`config.mk`:
```
export PLATFORM = sky130hd
export DESIGN_NAME = acs_top
export DESIGN_NICKNAME = d
export VERILOG_FILES = /design/src/core/acs_pkg.sv /design/src/core/acs_clkdiv.sv /design/src/core/acs_sar.sv /design/src/core/acs_top.sv
export VERILOG_INCLUDE_DIRS = /design/src /design/src/core
export SDC_FILE = /design/constraint.sdc
export NUM_CORES = 1
export LEC_CHECK = 0
export ABC_AREA = 1
export BUFFER_PORTS_ARGS = -buffer_cell sky130_fd_sc_hd__buf_2
export CAP_MARGIN = 30
export CORE_UTILIZATION = 58
export CTS_BUF_LIST = sky130_fd_sc_hd__clkbuf_8
export DETAILED_ROUTE_END_ITERATION = 8
export PLACE_DENSITY = 0.83
export SYNTH_ARGS = -nofsm -noshare
export SYNTH_HDL_FRONTEND = slang
export SYNTH_SLANG_ARGS = --single-unit
export TNS_END_PERCENT = 30
```
`constraint.sdc`:
```
create_clock -name i_mclk -period 2.9 [get_ports i_mclk]
set_clock_uncertainty 0.15 [all_clocks]
set_input_delay 0.435 -clock i_mclk [delete_from_list [all_inputs] [get_ports i_mclk]]
set_output_delay 0.435 -clock i_mclk [all_outputs]
set_load 0.1 [all_outputs]
```
`src/core/acs_params.svh`:
```
// offsets, field positions and timing counts of the conversion sequencer
`ifndef ACS_PARAMS_SVH
`define ACS_PARAMS_SVH

// register byte offsets
`define ACS_OFF_CTRL 8'h00
`define ACS_OFF_RES_HI 8'h04
`define ACS_OFF_RES_LO 8'h08
`define ACS_OFF_IRQ_ST 8'h0c
`define ACS_OFF_IRQ_MASK 8'h10
`define ACS_OFF_INFO 8'h14

// converter_control_zero fields
`define ACS_CTRL_ON 0
`define ACS_CTRL_GO 1
`define ACS_CTRL_CKS_LO 2
`define ACS_CTRL_CKS_HI 4
`define ACS_CTRL_JUST 7
`define ACS_CKS_RC 3'h7

// interrupt status and mask fields
`define ACS_IRQ_DONE 0
`define ACS_IRQ_ABORT 1
`define ACS_IRQ_TRIG 2
`define ACS_IRQ_W 3

// info register fields
`define ACS_INFO_BUSY 0
`define ACS_INFO_SUSP 1
`define ACS_INFO_AEN 2
`define ACS_INFO_ST_LO 4

// timing
`define ACS_CLK_NS 8
`define ACS_INSTR_NS 32
`define ACS_INSTR_CYC ((`ACS_INSTR_NS + `ACS_CLK_NS - 1) / `ACS_CLK_NS)
`define ACS_RC_TAD_NS 1600
`define ACS_RC_TAD_CYC (`ACS_RC_TAD_NS / `ACS_CLK_NS)
`define ACS_RES_BITS 10

`endif

```
`src/core/acs_pkg.sv`:
```
// types shared by the conversion sequencer
package acs_pkg;

    typedef enum logic [1:0] {
        acs_st_idle = 2'b00,
        acs_st_wait = 2'b01,
        acs_st_acq = 2'b10,
        acs_st_conv = 2'b11
    } acs_state_t;

endpackage

```
`src/core/acs_clkdiv.sv`:
```
// conversion clock and instruction cycle enable generator
`include "acs_params.svh"

module acs_clkdiv #(
    parameter int INSTR_CYC = 4,
    parameter int RC_CYC = 200
) (
    // clock and reset
    input wire logic i_mclk,
    input wire logic i_rst_n,
    // selection
    input wire logic [2:0] i_cks,
    // enables
    output logic o_tad,
    output logic o_instr
);
    logic [6:0] sys_q;
    logic [15:0] rc_q;
    logic [7:0] ins_q;
    logic [6:0] sys_mask;
    logic sys_tick;
    logic rc_tick;

    // the rc divider runs free so it stands in for an oscillator independent of the core
    assign sys_mask = 7'h7f >> (3'd6 - i_cks);
    assign sys_tick = ((sys_q & sys_mask) == sys_mask);
    assign rc_tick = (rc_q == 16'(RC_CYC - 1));

    always_ff @(posedge i_mclk or negedge i_rst_n) begin
        if (!i_rst_n) begin
            sys_q <= 7'h00;
            rc_q <= 16'h0000;
            ins_q <= 8'h00;
        end else begin
            sys_q <= sys_q + 7'h01;
            rc_q <= rc_tick ? 16'h0000 : rc_q + 16'h0001;
            ins_q <= (ins_q == 8'(INSTR_CYC - 1)) ? 8'h00 : ins_q + 8'h01;
        end
    end

    always_ff @(posedge i_mclk or negedge i_rst_n) begin
        if (!i_rst_n) begin
            o_tad <= 1'b0;
            o_instr <= 1'b0;
        end else begin
            o_tad <= (i_cks == `ACS_CKS_RC) ? rc_tick : sys_tick;
            o_instr <= (ins_q == 8'(INSTR_CYC - 1));
        end
    end

endmodule

```
`src/core/acs_sar.sv`:
```
// successive approximation register with abort fill
module acs_sar #(
    parameter int BITS = 10
) (
    // clock and reset
    input wire logic i_mclk,
    input wire logic i_rst_n,
    // control
    input wire logic i_start,
    input wire logic i_step,
    input wire logic i_cmp,
    // results
    output logic [BITS-1:0] o_trial,
    output logic [BITS-1:0] o_partial,
    output logic o_last
);
    logic [BITS-1:0] ptr_q;
    logic [BITS:0] above;
    logic [BITS-1:0] unres;
    logic last_val;

    assign above = {ptr_q, 1'b0};
    assign unres = ptr_q | (ptr_q - BITS'(1));
    // with no bit resolved yet the fill value is zero
    assign last_val = |({1'b0, o_trial} & above);
    assign o_last = ptr_q[0];

    genvar gi;
    generate
        for (gi = 0; gi < BITS; gi++) begin : g_fill
            assign o_partial[gi] = unres[gi] ? last_val : o_trial[gi];
        end
    endgenerate

    always_ff @(posedge i_mclk or negedge i_rst_n) begin
        if (!i_rst_n) begin
            ptr_q <= '0;
            o_trial <= '0;
        end else if (i_start) begin
            ptr_q <= {1'b1, {(BITS-1){1'b0}}};
            o_trial <= {1'b1, {(BITS-1){1'b0}}};
        end else if (i_step && ptr_q != '0) begin
            o_trial <= (i_cmp ? o_trial : (o_trial & ~ptr_q)) | (ptr_q >> 1);
            ptr_q <= ptr_q >> 1;
        end
    end

endmodule

```
`src/core/acs_top.sv`:
```
// conversion sequencer with ahb-lite registers
// Overview of operation
// converter is powered only while converter_on is one
// writing go as one while converter is on starts a conversion
// software should set go in a separate write from converter_on
// completion clears go, sets done flag, loads both result bytes
// software clearing go mid-conversion stops it and loads the partial value
// unresolved bits of an aborted result copy the last resolved bit
// reset returns registers to reset values, powers off, drops conversion
// conversion survives sleep only with the dedicated rc clock selected
// rc clock start waits one extra instruction cycle after go
// completion in sleep with done interrupt enabled wakes the core
// completion in sleep with interrupt disabled powers off, converter_on stays
// sleep with non-rc clock aborts and powers off, converter_on stays
// compare unit four trigger sets go and clears timer one
// software must meet timing itself when trigger-started
// result_high_byte is eight bits, read-write, not reset
// left-justified high byte holds result bits nine to two
// left-justified low byte holds bits one and zero at seven and six
// go reads one while a conversion is in progress
`include "acs_params.svh"

module acs_top
    import acs_pkg::*;
#(
    parameter int RC_TAD_CYC = `ACS_RC_TAD_CYC,
    parameter int INSTR_CYC = `ACS_INSTR_CYC
) (
    // clock and reset
    input wire logic i_mclk,
    input wire logic i_rst_n,
    // ahb-lite slave
    input wire logic i_hsel,
    input wire logic [7:0] i_haddr,
    input wire logic [1:0] i_htrans,
    input wire logic i_hwrite,
    input wire logic [2:0] i_hsize,
    input wire logic [31:0] i_hwdata,
    input wire logic i_hready,
    output logic [31:0] o_hrdata,
    output logic o_hreadyout,
    output logic o_hresp,
    // analog front end
    input wire logic i_cmp,
    output logic o_analog_en,
    output logic o_sample,
    output logic [`ACS_RES_BITS-1:0] o_dac_code,
    // core and peripherals
    input wire logic i_sleep,
    input wire logic i_trig_special,
    output logic o_timer_one_clear,
    output logic o_wake,
    output logic o_irq
);
    localparam int RB = `ACS_RES_BITS;

    // bus state
    logic wr_pend_q;
    logic rd_pend_q;
    logic [7:0] addr_q;
    logic addr_ok;
    logic wr_ctrl;
    logic wr_st;
    // control register
    logic on_q;
    logic go_q;
    logic [2:0] cks_q;
    logic just_q;
    logic rc_sel;
    // results and interrupts
    logic [7:0] res_hi_q;
    logic [7:0] res_lo_q;
    logic [`ACS_IRQ_W-1:0] st_q;
    logic [`ACS_IRQ_W-1:0] mask_q;
    logic [`ACS_IRQ_W-1:0] ev;
    // sequencer
    acs_state_t state_q;
    logic suspend_q;
    logic tad;
    logic instr;
    logic sar_start;
    logic sar_step;
    logic sar_last;
    logic [RB-1:0] sar_trial;
    logic [RB-1:0] sar_partial;
    logic busy;
    logic sw_go_set;
    logic sw_go_clr;
    logic conv_done;
    logic sleep_abort;
    logic off_abort;
    logic any_abort;
    logic load_full;
    logic load_part;
    logic [RB-1:0] load_val;
    logic [31:0] rd_mux;

    // ------------------------------------------------------------ bus slave
    assign addr_ok = i_hsel && i_htrans[1] && i_hready;
    assign o_hreadyout = !rd_pend_q;
    assign o_hresp = 1'b0;

    always_ff @(posedge i_mclk or negedge i_rst_n) begin
        if (!i_rst_n) begin
            wr_pend_q <= 1'b0;
            rd_pend_q <= 1'b0;
            addr_q <= 8'h00;
        end else begin
            rd_pend_q <= 1'b0;
            if (i_hready) begin
                wr_pend_q <= addr_ok && i_hwrite;
                rd_pend_q <= addr_ok && !i_hwrite;
                if (addr_ok) begin
                    addr_q <= i_haddr;
                end
            end
        end
    end

    // reads take one wait state so a write just before is always visible
    always_comb begin
        rd_mux = 32'h0000_0000;
        unique case (addr_q)
            `ACS_OFF_CTRL: begin
                rd_mux[`ACS_CTRL_ON] = on_q;
                rd_mux[`ACS_CTRL_GO] = go_q;
                rd_mux[`ACS_CTRL_CKS_HI:`ACS_CTRL_CKS_LO] = cks_q;
                rd_mux[`ACS_CTRL_JUST] = just_q;
            end
            `ACS_OFF_RES_HI: rd_mux[7:0] = res_hi_q;
            `ACS_OFF_RES_LO: rd_mux[7:0] = res_lo_q;
            `ACS_OFF_IRQ_ST: rd_mux[`ACS_IRQ_W-1:0] = st_q;
            `ACS_OFF_IRQ_MASK: rd_mux[`ACS_IRQ_W-1:0] = mask_q;
            `ACS_OFF_INFO: begin
                rd_mux[`ACS_INFO_BUSY] = busy;
                rd_mux[`ACS_INFO_SUSP] = suspend_q;
                rd_mux[`ACS_INFO_AEN] = o_analog_en;
                rd_mux[`ACS_INFO_ST_LO+1:`ACS_INFO_ST_LO] = state_q;
            end
            default: rd_mux = 32'h0000_0000;
        endcase
    end

    always_ff @(posedge i_mclk or negedge i_rst_n) begin
        if (!i_rst_n) begin
            o_hrdata <= 32'h0000_0000;
        end else if (rd_pend_q) begin
            o_hrdata <= rd_mux;
        end
    end

    assign wr_ctrl = wr_pend_q && (addr_q == `ACS_OFF_CTRL);
    assign wr_st = wr_pend_q && (addr_q == `ACS_OFF_IRQ_ST);

    // ------------------------------------------------------------ control register
    always_ff @(posedge i_mclk or negedge i_rst_n) begin
        if (!i_rst_n) begin
            on_q <= 1'b0;
            cks_q <= 3'h0;
            just_q <= 1'b0;
        end else if (wr_ctrl) begin
            on_q <= i_hwdata[`ACS_CTRL_ON];
            cks_q <= i_hwdata[`ACS_CTRL_CKS_HI:`ACS_CTRL_CKS_LO];
            just_q <= i_hwdata[`ACS_CTRL_JUST];
        end
    end

    assign rc_sel = (cks_q == `ACS_CKS_RC);
    // go counts only if the converter was already on before this write
    assign sw_go_set = wr_ctrl && i_hwdata[`ACS_CTRL_GO] && on_q;
    assign sw_go_clr = wr_ctrl && !i_hwdata[`ACS_CTRL_GO];

    // trigger and software sets win over any clear in the same cycle
    always_ff @(posedge i_mclk or negedge i_rst_n) begin
        if (!i_rst_n) begin
            go_q <= 1'b0;
        end else if (i_trig_special || sw_go_set) begin
            go_q <= 1'b1;
        end else if (sw_go_clr || conv_done || any_abort) begin
            go_q <= 1'b0;
        end
    end

    always_ff @(posedge i_mclk or negedge i_rst_n) begin
        if (!i_rst_n) begin
            o_timer_one_clear <= 1'b0;
        end else begin
            o_timer_one_clear <= i_trig_special;
        end
    end

    // ------------------------------------------------------------ timing and sar
    acs_clkdiv #(
        .INSTR_CYC(INSTR_CYC),
        .RC_CYC(RC_TAD_CYC)
    ) u_div (
        .i_mclk(i_mclk),
        .i_rst_n(i_rst_n),
        .i_cks(cks_q),
        .o_tad(tad),
        .o_instr(instr)
    );

    acs_sar #(
        .BITS(RB)
    ) u_sar (
        .i_mclk(i_mclk),
        .i_rst_n(i_rst_n),
        .i_start(sar_start),
        .i_step(sar_step),
        .i_cmp(i_cmp),
        .o_trial(sar_trial),
        .o_partial(sar_partial),
        .o_last(sar_last)
    );

    assign o_dac_code = sar_trial;

    // ------------------------------------------------------------ sequencer
    assign busy = (state_q != acs_st_idle);
    assign sar_start = (state_q == acs_st_acq) && tad;
    assign sar_step = (state_q == acs_st_conv) && tad;
    assign conv_done = sar_step && sar_last && !sw_go_clr && !sleep_abort && !off_abort;
    assign sleep_abort = busy && i_sleep && !rc_sel;
    assign off_abort = busy && !on_q;
    assign any_abort = busy && (sw_go_clr || sleep_abort || off_abort);

    always_ff @(posedge i_mclk or negedge i_rst_n) begin
        if (!i_rst_n) begin
            state_q <= acs_st_idle;
        end else if (any_abort || conv_done) begin
            state_q <= acs_st_idle;
        end else begin
            unique case (state_q)
                acs_st_idle: begin
                    if (go_q && o_analog_en) begin
                        state_q <= rc_sel ? acs_st_wait : acs_st_acq;
                    end
                end
                acs_st_wait: begin
                    if (instr) begin
                        state_q <= acs_st_acq;
                    end
                end
                acs_st_acq: begin
                    if (tad) begin
                        state_q <= acs_st_conv;
                    end
                end
                acs_st_conv: state_q <= acs_st_conv;
            endcase
        end
    end

    // sleep power-down holds until the core leaves sleep; converter_on is untouched
    always_ff @(posedge i_mclk or negedge i_rst_n) begin
        if (!i_rst_n) begin
            suspend_q <= 1'b0;
        end else if (sleep_abort) begin
            suspend_q <= 1'b1;
        end else if (conv_done && i_sleep && !mask_q[`ACS_IRQ_DONE]) begin
            suspend_q <= 1'b1;
        end else if (!i_sleep) begin
            suspend_q <= 1'b0;
        end
    end

    assign o_analog_en = on_q && !suspend_q;
    assign o_sample = o_analog_en && (state_q != acs_st_conv);

    always_ff @(posedge i_mclk or negedge i_rst_n) begin
        if (!i_rst_n) begin
            o_wake <= 1'b0;
        end else begin
            o_wake <= conv_done && i_sleep && mask_q[`ACS_IRQ_DONE];
        end
    end

    // ------------------------------------------------------------ result bytes
    // partial loads happen only once bit trials have begun
    assign load_full = sar_step && sar_last && !any_abort;
    assign load_part = (state_q == acs_st_conv) && sw_go_clr;
    assign load_val = load_full ? {sar_trial[RB-1:1], i_cmp} : sar_partial;

    // no reset: contents survive any reset and are unknown at power-on
    always_ff @(posedge i_mclk) begin
        if (load_full || load_part) begin
            if (!just_q) begin
                res_hi_q <= load_val[9:2];
                res_lo_q <= {load_val[1:0], 6'h00};
            end else begin
                res_hi_q <= {6'h00, load_val[9:8]};
                res_lo_q <= load_val[7:0];
            end
        end else if (wr_pend_q && addr_q == `ACS_OFF_RES_HI) begin
            res_hi_q <= i_hwdata[7:0];
        end else if (wr_pend_q && addr_q == `ACS_OFF_RES_LO) begin
            res_lo_q <= i_hwdata[7:0];
        end
    end

    // ------------------------------------------------------------ interrupts
    always_comb begin
        ev = '0;
        ev[`ACS_IRQ_DONE] = conv_done;
        ev[`ACS_IRQ_ABORT] = any_abort;
        ev[`ACS_IRQ_TRIG] = i_trig_special;
    end

    always_ff @(posedge i_mclk or negedge i_rst_n) begin
        if (!i_rst_n) begin
            st_q <= '0;
        end else begin
            st_q <= ev | (st_q & ~(wr_st ? i_hwdata[`ACS_IRQ_W-1:0] : '0));
        end
    end

    always_ff @(posedge i_mclk or negedge i_rst_n) begin
        if (!i_rst_n) begin
            mask_q <= '0;
        end else if (wr_pend_q && addr_q == `ACS_OFF_IRQ_MASK) begin
            mask_q <= i_hwdata[`ACS_IRQ_W-1:0];
        end
    end

    assign o_irq = |(st_q & mask_q);

endmodule

```
## Word-level counts from Yosys, hierarchy flattened

Cells that the tools add are included.

- $add $sub $neg: 5
- $mul: 0
- Divide/modulo/power cells: 0
- $lt $le $gt $ge: 0
- Equal/unequal tests: 18
- Shift-type cells: 1
- Mux-type cells: 45
- Bitwise logic cells: 10
- Reduce and logical (&&, ||, !) cells: 62

Operator list:

| kind | number |
|---|---|
| $mux 8 | 8 |
| $mux 10 | 6 |
| $logic_and 1x1->1 | 31 |
| $pmux 3 s6 | 1 |
| $mux 1 | 17 |
| $add 16x1->16 const B | 1 |
| $eq 16x8->1 const B | 1 |
| $eq 8x4->1 const B | 2 |
| $eq 8x5->1 const B | 2 |
| $mux 16 | 1 |
| $and 10x11->11 | 1 |
| $logic_not 1->1 | 11 |
| $reduce_or 11->1 | 1 |
| $and 10x10->10 | 1 |
| $mux 2 | 5 |
| $not 10->10 | 1 |
| $or 10x10->10 | 1 |
| $or 10x9->10 | 1 |
| $reduce_bool 10->1 | 1 |
| $reduce_bool 2->1 | 5 |
| $sub 10x1->10 const B | 1 |
| $pmux 1 s3 | 3 |
| $add 8x1->8 const B | 1 |
| $eq 8x2->1 const B | 1 |
| 26 further kinds | 37 |

- Flip-flop bits (word level): 104
- Latch bits: 0
- RAM bits: 0
- Memory bits (read-only): 0
- Input bits: 53
- Output and inout port bits: 49
- Word-level logic and storage cells: 164
- Memories: 0

## Depth between registers and ports, before layout

Gate-level depths: netlist of run 1.

- Depth after elaboration: 11
- Gate-level depth with buffers: 11
- Gate-level depth less buffers: 11

## By module

From an unflattened synthesis of run 1, not the netlist that was laid out.

- Cells, all modules: 722
- Area, all modules: 5,709.2 sq um

Modules (own cells, without submodules):

| module | instances | cells an instance | area each (sq um) | sequential area each (sq um) |
|---|---|---|---|---|
| acs_top | 1 | 348 | 2,824.0 | 1,356.3 |
| acs_clkdiv | 1 | 208 | 1,696.6 | 825.8 |
| acs_sar | 1 | 166 | 1,188.6 | 500.5 |

## Worst setup path before layout of run 1

No wires, ideal clock.

- Path kind: register to output
- From: register state_q[1]
- To: output o_sample
- Data arrival time: 2,582 ps
- Data required time: 2,315 ps
- Slack: -267 ps
- Stages on the path, launching flop included: 4
- Buffers on the path: 0
- Cells stage by stage: dfrtp_1 -> nand2_1 -> inv_2 -> nor3_1

- Cells in the longest elaborated chain, start to end: 2

Ends and longest elaborated chain:

| what | RTL line | RTL |
|---|---|---|
| from (decl) | acs_top.sv:77 | `acs_state_t state_q;` |
| from (signal assigned) | acs_top.sv:230 | `state_q <= acs_st_idle;` |
| from (signal assigned) | acs_top.sv:232 | `state_q <= acs_st_idle;` |
| from (signal assigned) | acs_top.sv:237 | `state_q <= rc_sel ? acs_st_wait : acs_st_acq;` |
| $ne 2x2->1 | acs_top.sv:269 | `assign o_sample = o_analog_en && (state_q != acs_st_conv);` |
| $logic_and 1x1->1 | acs_top.sv:269 |  |
| to (decl) | acs_top.sv:46 | `output logic o_sample,` |

Every way passes these cells.

## Final worst setup path of run 1

- From: register state_q[1]
- To: register res_hi_q[6], enable pin

- Cells in the longest elaborated chain, start to end: 10
- Elaborated cells between the ends (all ways): 15
- Classes of those cells: 1 x eq/ne; 14 x reduce/logical

Ends and longest elaborated chain:

| what | RTL line | RTL |
|---|---|---|
| $reduce_bool 2->1 | acs_top.sv:220 | `assign busy = (state_q != acs_st_idle);` |
| $logic_and 1x1->1 (2 in series) | acs_top.sv:224 | `assign sleep_abort = busy && i_sleep && !rc_sel;` |
| $logic_or 1x1->1 (2 in series) | acs_top.sv:226 | `assign any_abort = busy && (sw_go_clr \|\| sleep_abort \|\| off_abort);` |
| $logic_and 1x1->1 | acs_top.sv:226 |  |
| $logic_not 1->1 | acs_top.sv:281 | `assign load_full = sar_step && sar_last && !any_abort;` |
| $logic_and 1x1->1 | acs_top.sv:281 |  |
| $logic_or 1x1->1 * | acs_top.sv:287 | `if (load_full \|\| load_part) begin` |
| $reduce_bool 2->1 (no line) * | - |  |
| to (signal assigned) | acs_top.sv:289 | `res_hi_q <= load_val[9:2];` |
| to (signal assigned) | acs_top.sv:292 | `res_hi_q <= {6'h00, load_val[9:8]};` |
| to (signal assigned) | acs_top.sv:296 | `res_hi_q <= i_hwdata[7:0];` |
| to (decl) | acs_top.sv:71 | `logic [7:0] res_hi_q;` |

Every way passes the cells marked *; elsewhere a longest branch is shown, timed or not.
A chain may end at the register's enable or synchronous reset.

==> results of run 1 <==
[state kept, by name, summed over array words and instances, names as in the netlist, 7 cells and up]
| register | flops |
|---|---|
| u_div.rc_q | 16 |
| u_sar.o_trial | 10 |
| u_sar.ptr_q | 10 |
| addr_q | 8 |
| o_hrdata | 8 |
| res_hi_q | 8 |
| res_lo_q | 8 |
| u_div.ins_q | 8 |
| u_div.sys_q | 7 |
[how the worst max path moves through the flow]
stage	from	end	slack [ns]	cells after the start
after global placement	cks_q[1]$_DFFE_PN0N_	res_lo_q[2]$_DFFE_PP_	0.56	8
after CTS	cks_q[1]$_DFFE_PN0N_	res_hi_q[6]$_DFFE_PP_	0.48	8
after floorplan	on_q$_DFFE_PN0N_	state_q[0]$_DFFE_PN0P_	0.30	7
after global routing	state_q[1]$_DFFE_PN0P_	res_hi_q[6]$_DFFE_PP_	0.33	8
final	state_q[1]$_DFFE_PN0P_	res_hi_q[6]$_DFFE_PP_	0.48	8
after detailed placement	cks_q[1]$_DFFE_PN0N_	res_hi_q[5]$_DFFE_PP_	0.51	8
[report_power, final]
group	switching, uW	internal [uW]	total, uW
registers	187	1620	1810
logic	1270	286	1560
clock network	497	420	917
total	1960	2330	4280
[placed cells by master, fill, tap and decap left out, types with 7 or more instances in the layout]
master    instances
conb_1           25
clkbuf_8         10
buf_2            47
nor2_1           67
nand2_1         194
o21ai_0          27
o21ai_1          10
edfxtp_1         16
nand4_1          13
dfrtp_1          88
a21oi_1          21
nor3_1           13
inv_1            78
ha_1              7
nand3_1          40
xor2_1           17
[through the flow]
stage	hold WS, ns	total power, uW	instances
after floorplan	-0.0106	3080	700
after global placement	0.224	3340	848
after detailed placement	0.227	3380	848
after CTS	0.00877	4290	865
after global routing	0.0130	4470	865
final	0.0218	4280	865
[cell families after synthesis]
kind of cell,synth area share [%]
buffers and inverters,9.32
multiplexers,1.01
adder cells (fa/ha/maj),1.58
flip-flops,48.3
AO/OA/AOI/OAI,7.70
other,0.0675
XOR/XNOR,2.84
AND/OR/NAND/NOR,29.2
[Yosys cell counts (2+ instances only)]
cell type	n	area share, %
dfrtp_1	88	40
nand2_1	194	13
o21ai_0	27	2.4
xor2_1	17	2.7
clkbuf_1	3	0.20
nand3_1	40	3.6
nor2_2	4	0.45
nand2_2	6	0.68
a21oi_1	21	1.9
o21ai_1	10	0.90
a31oi_1	2	0.23
nand2_4	2	0.41
a21oi_4	2	0.59
mux2_2	5	1.0
nor3_1	14	1.3
buf_4	25	3.4
a22o_1	2	0.32
nor2_4	3	0.61
nand3_4	2	0.63
ha_1	7	1.6
inv_1	76	5.1
nor2_1	67	4.5
buf_2	2	0.18
o21ai_2	2	0.32
nor4_1	6	0.68
edfxtp_1	16	8.6
nand4_1	13	1.5
o22ai_1	2	0.23
[critical path: stages (launching register included)]
cell      delay, ns
dfrtp_1        0.52
nand2_1        0.11
inv_2          0.12
nand2_2        0.10
nor2_4         0.26
nand3_4        0.21
nand2_2        0.13
clkinv_2       0.15
nand2_1        0.33
[timing repair]
| item | 4_1_cts | 5_1_grt |
|---|---|---|
| resized for setup | 0 | 0 |
| hold endpoints to repair | 26 | 0 |
| hold buffers | 1 | 0 |
[routing by layer]
| metal | vias to the layer above | track usage, % | wire, um |
|---|---|---|---|
| met1 | 2204 | 33.4 | 5210 |
| met5 | - | 0 | 0 |
| li1 | 2238 | - | - |
| met3 | 30 | 5.15 | 637 |
| met2 | 165 | 43.7 | 5790 |
| met4 | 0 | 10.9 | 333 |
[final cells by class]
cell class | instances | share of cell area, %
inverters | 78 | 4.85
well taps | 129 | 2.66
clock buffers | 10 | 2.27
multi-input cells | 487 | 40.4
clock inverters | 6 | 1.03
repair buffers | 51 | 4.62
flip-flops and latches | 104 | 44.2
==> impl_metrics.py, run 1 <==
metrics = {
    "timing": {
        "final_hold_viol_count": 0,
        "fin_setup_tns_ns": 0,
        "period_minus_slack_ns": 2.42,
        "setup_viol": 0,
        "slew_headroom_pct": 50.1,
        "min_period_over_period_pct": 83.5,
        "fmax_ghz": 0.413,
        "rsz0062_at_grt": "false",
        "drv_slew": 0,
        "setup_ws_ns": 0.477,
        "max_slew.worst_pin.slew_ns": 0.742,
    },
    "place": {
        "placed_area_um2": 5860,
        "place_hpwl_um": 9080,
        "place_congestion": 0.902,
        "io_buffers": 48,
        "pre_cts_slack_ns": 0.513,
    },
    "cts": {
        "numClockSinks": 104,
        "cts_tree": "built",
        "clk_latency_ns": 0.39,
        "clockBufferDepth": 2,
        "cts_root_buffer": "clkbuf_8",
        "cts_made_buffers": 9,
        "postCtsSetupBuffers": 0,
        "htreeDepth": 3,
        "path_clk_slew_ns": 0.09,
    },
    "detailed_routing": {
        "routed_wl_um": 12000,
        "wl_per_cell_um": 13.8,
        "final_antenna_net_count": 0,
        "drt_pass1_iterations": 5,
        "viasPerCell": 5.36,
        "drc": 0,
        "vias": 4637,
        "dr.first_iter.drc_count": 285,
    },
    "synthesis": {
        "syn_inst": 676,
        "ys_seq_area_share_pct": 48.3,
        "synth_edf_count": 16,
        "syn_avg_cell_area_um2": 8.22,
        "synthFlopType": "dfrtp_1",
        "yosys_register_bits": 104,
        "yosys_warnings": 0,
        "syn-cell-area_um2": 5560,
        "ys_types": 46,
        "async_flop_share_pct": 84.6,
    },
    "finish": {
        "area_growth_pct": 9.23,
        "design_area_um2": 6070,
        "nNetsFinal": 791,
        "drive_above_1_share_pct": 13.9,
        "fillers": 787,
        "seqCellArea_um2": 2680,
        "antennaDiodeCount": 0,
        "utilization_pct": 65.7,
        "multiInputGateArea_um2": 2450,
    },
    "setup_path": {
        "worstPathArrival_ns": 2.32,
        "rrSetupSlack_ns": 0.48,
        "reg2reg_from": "state_q[1]$_DFFE_PN0P_",
        "crit_type": "register to register",
        "critPathRequiredTime_ns": 2.79,
        "r2r_cells": 8,
        "reg2reg_to": "res_hi_q[6]$_DFFE_PP_",
        "critPathMaxFanout": 12,
        "cp-end-kind": "register",
        "crit_path_start_kind": "register",
    },
    "floorplan": {
        "die_area_um2": 9970,
        "rows": 35,
        "die_y_um": 99.9,
        "core_um2": 9240,
        "chipWidth_um": 99.9,
        "io_pins": 102,
        "start_util_pct": 60.1,
    },
    "global_routing": {
        "grt_pass1_wl_um": 20300,
        "grt_max_degree": 63,
        "grt_usage_pct": 26.1,
        "grt_pass1_vias": 4345,
        "antenna_found_initial": 0,
        "overflow": 0,
    },
    "min_path": {
        "min_to": "o_timer_one_clear$_DFF_PN0_",
        "min_from": "i_trig_special",
        "whs_path_depth": 1,
        "holdCritPathClass": "primary input to register",
    },
    "pwr": {
        "ir_worst_vdd_mv": 0.920,
        "power_density_nw_per_um2": 706,
        "p_leak_uw": 0.00307,
    },
    "run": {
        "drv_cap": 0,
    },
    "status": {
        "outcome": "finished, final reports clean",
    },
}
Note: power is estimated with default switching activity, not from simulation.
==> run 2, diff against run 1 <==
--- a/config.mk
+++ b/config.mk
@@ -6,13 +6,13 @@
 export SDC_FILE = /design/constraint.sdc
 export NUM_CORES = 1
 export LEC_CHECK = 0
-export ABC_AREA = 1
+export ABC_AREA = 0
 export BUFFER_PORTS_ARGS = -buffer_cell sky130_fd_sc_hd__buf_2
 export CAP_MARGIN = 30
-export CORE_UTILIZATION = 58
+export CORE_UTILIZATION = 52
 export CTS_BUF_LIST = sky130_fd_sc_hd__clkbuf_8
 export DETAILED_ROUTE_END_ITERATION = 8
-export PLACE_DENSITY = 0.83
+export PLACE_DENSITY = 0.79
 export SYNTH_ARGS = -nofsm -noshare
 export SYNTH_HDL_FRONTEND = slang
 export SYNTH_SLANG_ARGS = --single-unit
==> constraint.sdc (replaced) <==
create_clock -name i_mclk -period 2 [get_ports i_mclk]
set_clock_uncertainty 0.15 [all_clocks]
set_input_delay 0.3 -clock i_mclk [delete_from_list [all_inputs] [get_ports i_mclk]]
set_output_delay 0.3 -clock i_mclk [all_outputs]
set_load 0.1 [all_outputs]
==> run 2 against run 1 <==
Compared with the run above: the run now ends with setup timing left; via count down 6.7%; worst setup slack worse by 0.91 ns; maximum frequency down 0.29%; final cell count down 12%; synthesized area down 6.4%; worst hold slack worse by 0.012 ns; total power up 49%; sequential power up 39%; utilization up 2.5 points; count of clock-buffer cells in the layout down 1; first-iteration DRC count up 5.3%; largest power group unchanged; register-to-register slack worse by 0.91 ns.
==> impl_metrics.py, run 2 <==
metrics = {
    "status": {
        "outcome": "finished with violations",
        "violations": "setup timing",
    },
    "cts": {
        "clockBufferDepth": 2,
        "numClockSinks": 104,
        "path_clk_slew_ns": 0.10,
        "cts_tree": "built",
        "cts_root_buffer": "clkbuf_8",
        "htreeDepth": 3,
        "clk_latency_ns": 0.39,
        "cts_made_buffers": 9,
    },
    "place": {
        "io_buffers": 48,
        "place_hpwl_um": 9360,
        "dp.cells": 731,
        "place_congestion": 0.937,
    },
    "floorplan": {
        "chipWidth_um": 102,
        "start_util_pct": 53.4,
        "die_y_um": 102,
        "rows": 36,
        "die_area_um2": 10400,
        "core_um2": 9730,
        "io_pins": 102,
    },
    "synthesis": {
        "yosys_warnings": 0,
        "ys_top_cells_by_count": "dfrtp_1, nand2_1, nor2_1, buf_4",
        "ys_types": 66,
        "synth_edf_count": 16,
        "syn_avg_cell_area_um2": 10.4,
        "synth_top_area_share_pct": 42.3,
        "synth_area_leaders": "dfrtp_1, edfxtp_1, nand2_1",
        "syn-cell-area_um2": 5200,
        "synthFlopType": "dfrtp_1",
        "async_flop_share_pct": 84.6,
        "ys_seq_area_share_pct": 51.6,
        "yosys_register_bits": 104,
        "syn_inst": 498,
        "yosysMostFrequentCell": "dfrtp_1",
        "yosysTopAreaCell": "dfrtp_1",
    },
    "setup_path": {
        "crit_end": "res_lo_q[6]$_DFFE_PP_",
        "crit_cells": 9,
        "crit_type": "register to register",
        "worstPathArrival_ns": 2.42,
        "critPathMaxFanout": 5,
        "critPathRequiredTime_ns": 1.99,
        "reg2reg_from": "cks_q[0]$_DFFE_PN0N_",
        "path_buf_inv": 1,
        "worstPathCellList": "ha_2, ha_4, nor2b_2, or3_4, buf_6, o22ai_4, mux2i_2, nor2_1, a221o_1",
        "crit_path_start_kind": "register",
        "cp_top_family": "simple AND/OR/NAND/NOR gates",
        "r2r_cells": 9,
        "cp-end-kind": "register",
        "reg2reg_to": "res_lo_q[6]$_DFFE_PP_",
        "slowest_delay_ns": 0.37,
        "rrSetupSlack_ns": -0.43,
        "crit_start": "cks_q[0]$_DFFE_PN0N_",
        "critPathSlowestCell": "dfrtp_1",
    },
    "finish": {
        "final_cell_mix": "dfrtp_1, buf_4, nand2_1, buf_2, nor2_1",
        "reg_top3": "u_div.rc_q (16), u_sar.o_trial (10), u_sar.ptr_q (10)",
        "final_cells": 765,
        "area_growth_pct": 27.6,
        "multiInputGateArea_um2": 2480,
        "regMostFlops": "u_div.rc_q",
        "antennaDiodeCount": 0,
        "nNetsFinal": 687,
        "final_common_cell": "dfrtp_1",
        "fillers": 718,
        "drive_above_1_share_pct": 34.2,
        "largest_reg_flops": 16,
        "seqCellArea_um2": 2700,
    },
    "min_path": {
        "holdCritPathClass": "primary input to register",
    },
    "global_routing": {
        "antenna_found_initial": 0,
        "overflow": 0,
        "grt_usage_pct": 25.5,
        "grt_pass1_wl_um": 19900,
        "grt_max_degree": 71,
        "grt_pass1_vias": 4073,
    },
    "timing": {
        "setup_ws_ns": -0.430,
        "period_minus_slack_ns": 2.43,
        "rsz0062_at_grt": "true",
        "fmax_ghz": 0.412,
        "max_slew.worst_pin.slew_ns": 0.507,
        "setup_viol": 35,
        "final_hold_viol_count": 0,
        "slew_headroom_pct": 66.1,
        "min_period_over_period_pct": 121,
        "drv_slew": 0,
    },
    "pwr": {
        "power_density_nw_per_um2": 959,
        "ir_worst_vdd_mv": 0.909,
        "p_leak_uw": 0.00299,
        "power_uw": 6360,
    },
    "detailed_routing": {
        "wl_per_cell_um": 17.2,
        "viasPerCell": 5.65,
        "routed_wl_um": 13100,
        "drt_pass1_iterations": 5,
        "dr.first_iter.drc_count": 300,
        "drc": 0,
        "final_antenna_net_count": 0,
        "vias": 4325,
    },
    "run": {
        "drv_cap": 0,
    },
}
[run 2: cells by family (layout without fill, tap and decap cells)]
group	Yosys count	count (layout)	synth area share, %
AND/OR/NAND/NOR	183	184	18.0
flip-flops	104	104	51.6
AO/OA/AOI/OAI	102	102	13.8
buffers and inverters	56	165	6.30
XOR/XNOR	25	25	4.21
multiplexers	20	20	4.28
adder cells (fa/ha/maj)	7	7	1.68
other	1	25	0.0721
[run 2: area by class of cell]
type / count / area share (%)
multi-input cells: 363 / 37.3
inverters: 13 / 0.735
flip-flops and latches: 104 / 40.7
repair buffers: 136 / 15.1
clock inverters: 7 / 1.77
clock buffers: 9 / 1.87
well taps: 133 / 2.51
[run 2: layer usage]
metal | part of all wire [%] | wire length [um] | up-vias | global-route usage, %
li1 | - | - | 1999 | -
met1 | 42 | 5480 | 2116 | 33.8
met2 | 49 | 6510 | 181 | 41.4
met3 | 6.1 | 797 | 29 | 3.69
met4 | 2.7 | 359 | 0 | 12.6
met5 | 0 | 0 | - | 0
[run 2: per-stage QoR]
step	TNS (ns)	area, um2	worst slack, ns	util [%]	hold WS [ns]
detailed placement	-11.63	6050	-0.471	62.2	0.0487
global route	-8.40	6640	-0.479	68.2	0.00770
global placement	-9.32	6050	-0.414	62.2	0.0451
finish	-6.71	6640	-0.430	68.2	0.0102
CTS	-5.86	6460	-0.358	66.4	0.000872
floorplan	-4.95	5370	-0.226	-	-0.146
[run 2: worst min path at each step]
| stage | start | to | slack [ns] | cells after the start |
|---|---|---|---|---|
| 6_report | i_haddr[4] | addr_q[4]$_DFFE_PN0P_ | 0.01 | 2 |
| 5_1_grt | i_haddr[4] | addr_q[4]$_DFFE_PN0P_ | 0.008 | 2 |
| 4_1_cts | i_haddr[4] | addr_q[4]$_DFFE_PN0P_ | 0.0009 | 2 |
| 3_5_place_dp | i_rst_n | addr_q[7]$_DFFE_PN0P_ | 0.05 | 1 |
| 3_3_place_gp | i_rst_n | addr_q[4]$_DFFE_PN0P_ | 0.05 | 1 |
| 2_1_floorplan | i_rst_n | addr_q[0]$_DFFE_PN0P_ | -0.15 | 0 |
[run 2: what timing repair did]
| action | CTS | global route |
|---|---|---|
| buffers inserted | 0 | 7 |
| gates resized for setup | 17 | 38 |
| hold endpoints to repair | 34 | 0 |
| pin swaps | 2 | 18 |
| gates cloned | 0 | 1 |
| endpoints found under the setup margin | 46 | 58 |
| hold buffers | 10 | 0 |
[run 2: power by group]
part | switching [uW] | internal, uW
sequential | 166 | 2350
combinational | 1620 | 640
clock | 751 | 836
total | 2540 | 3820
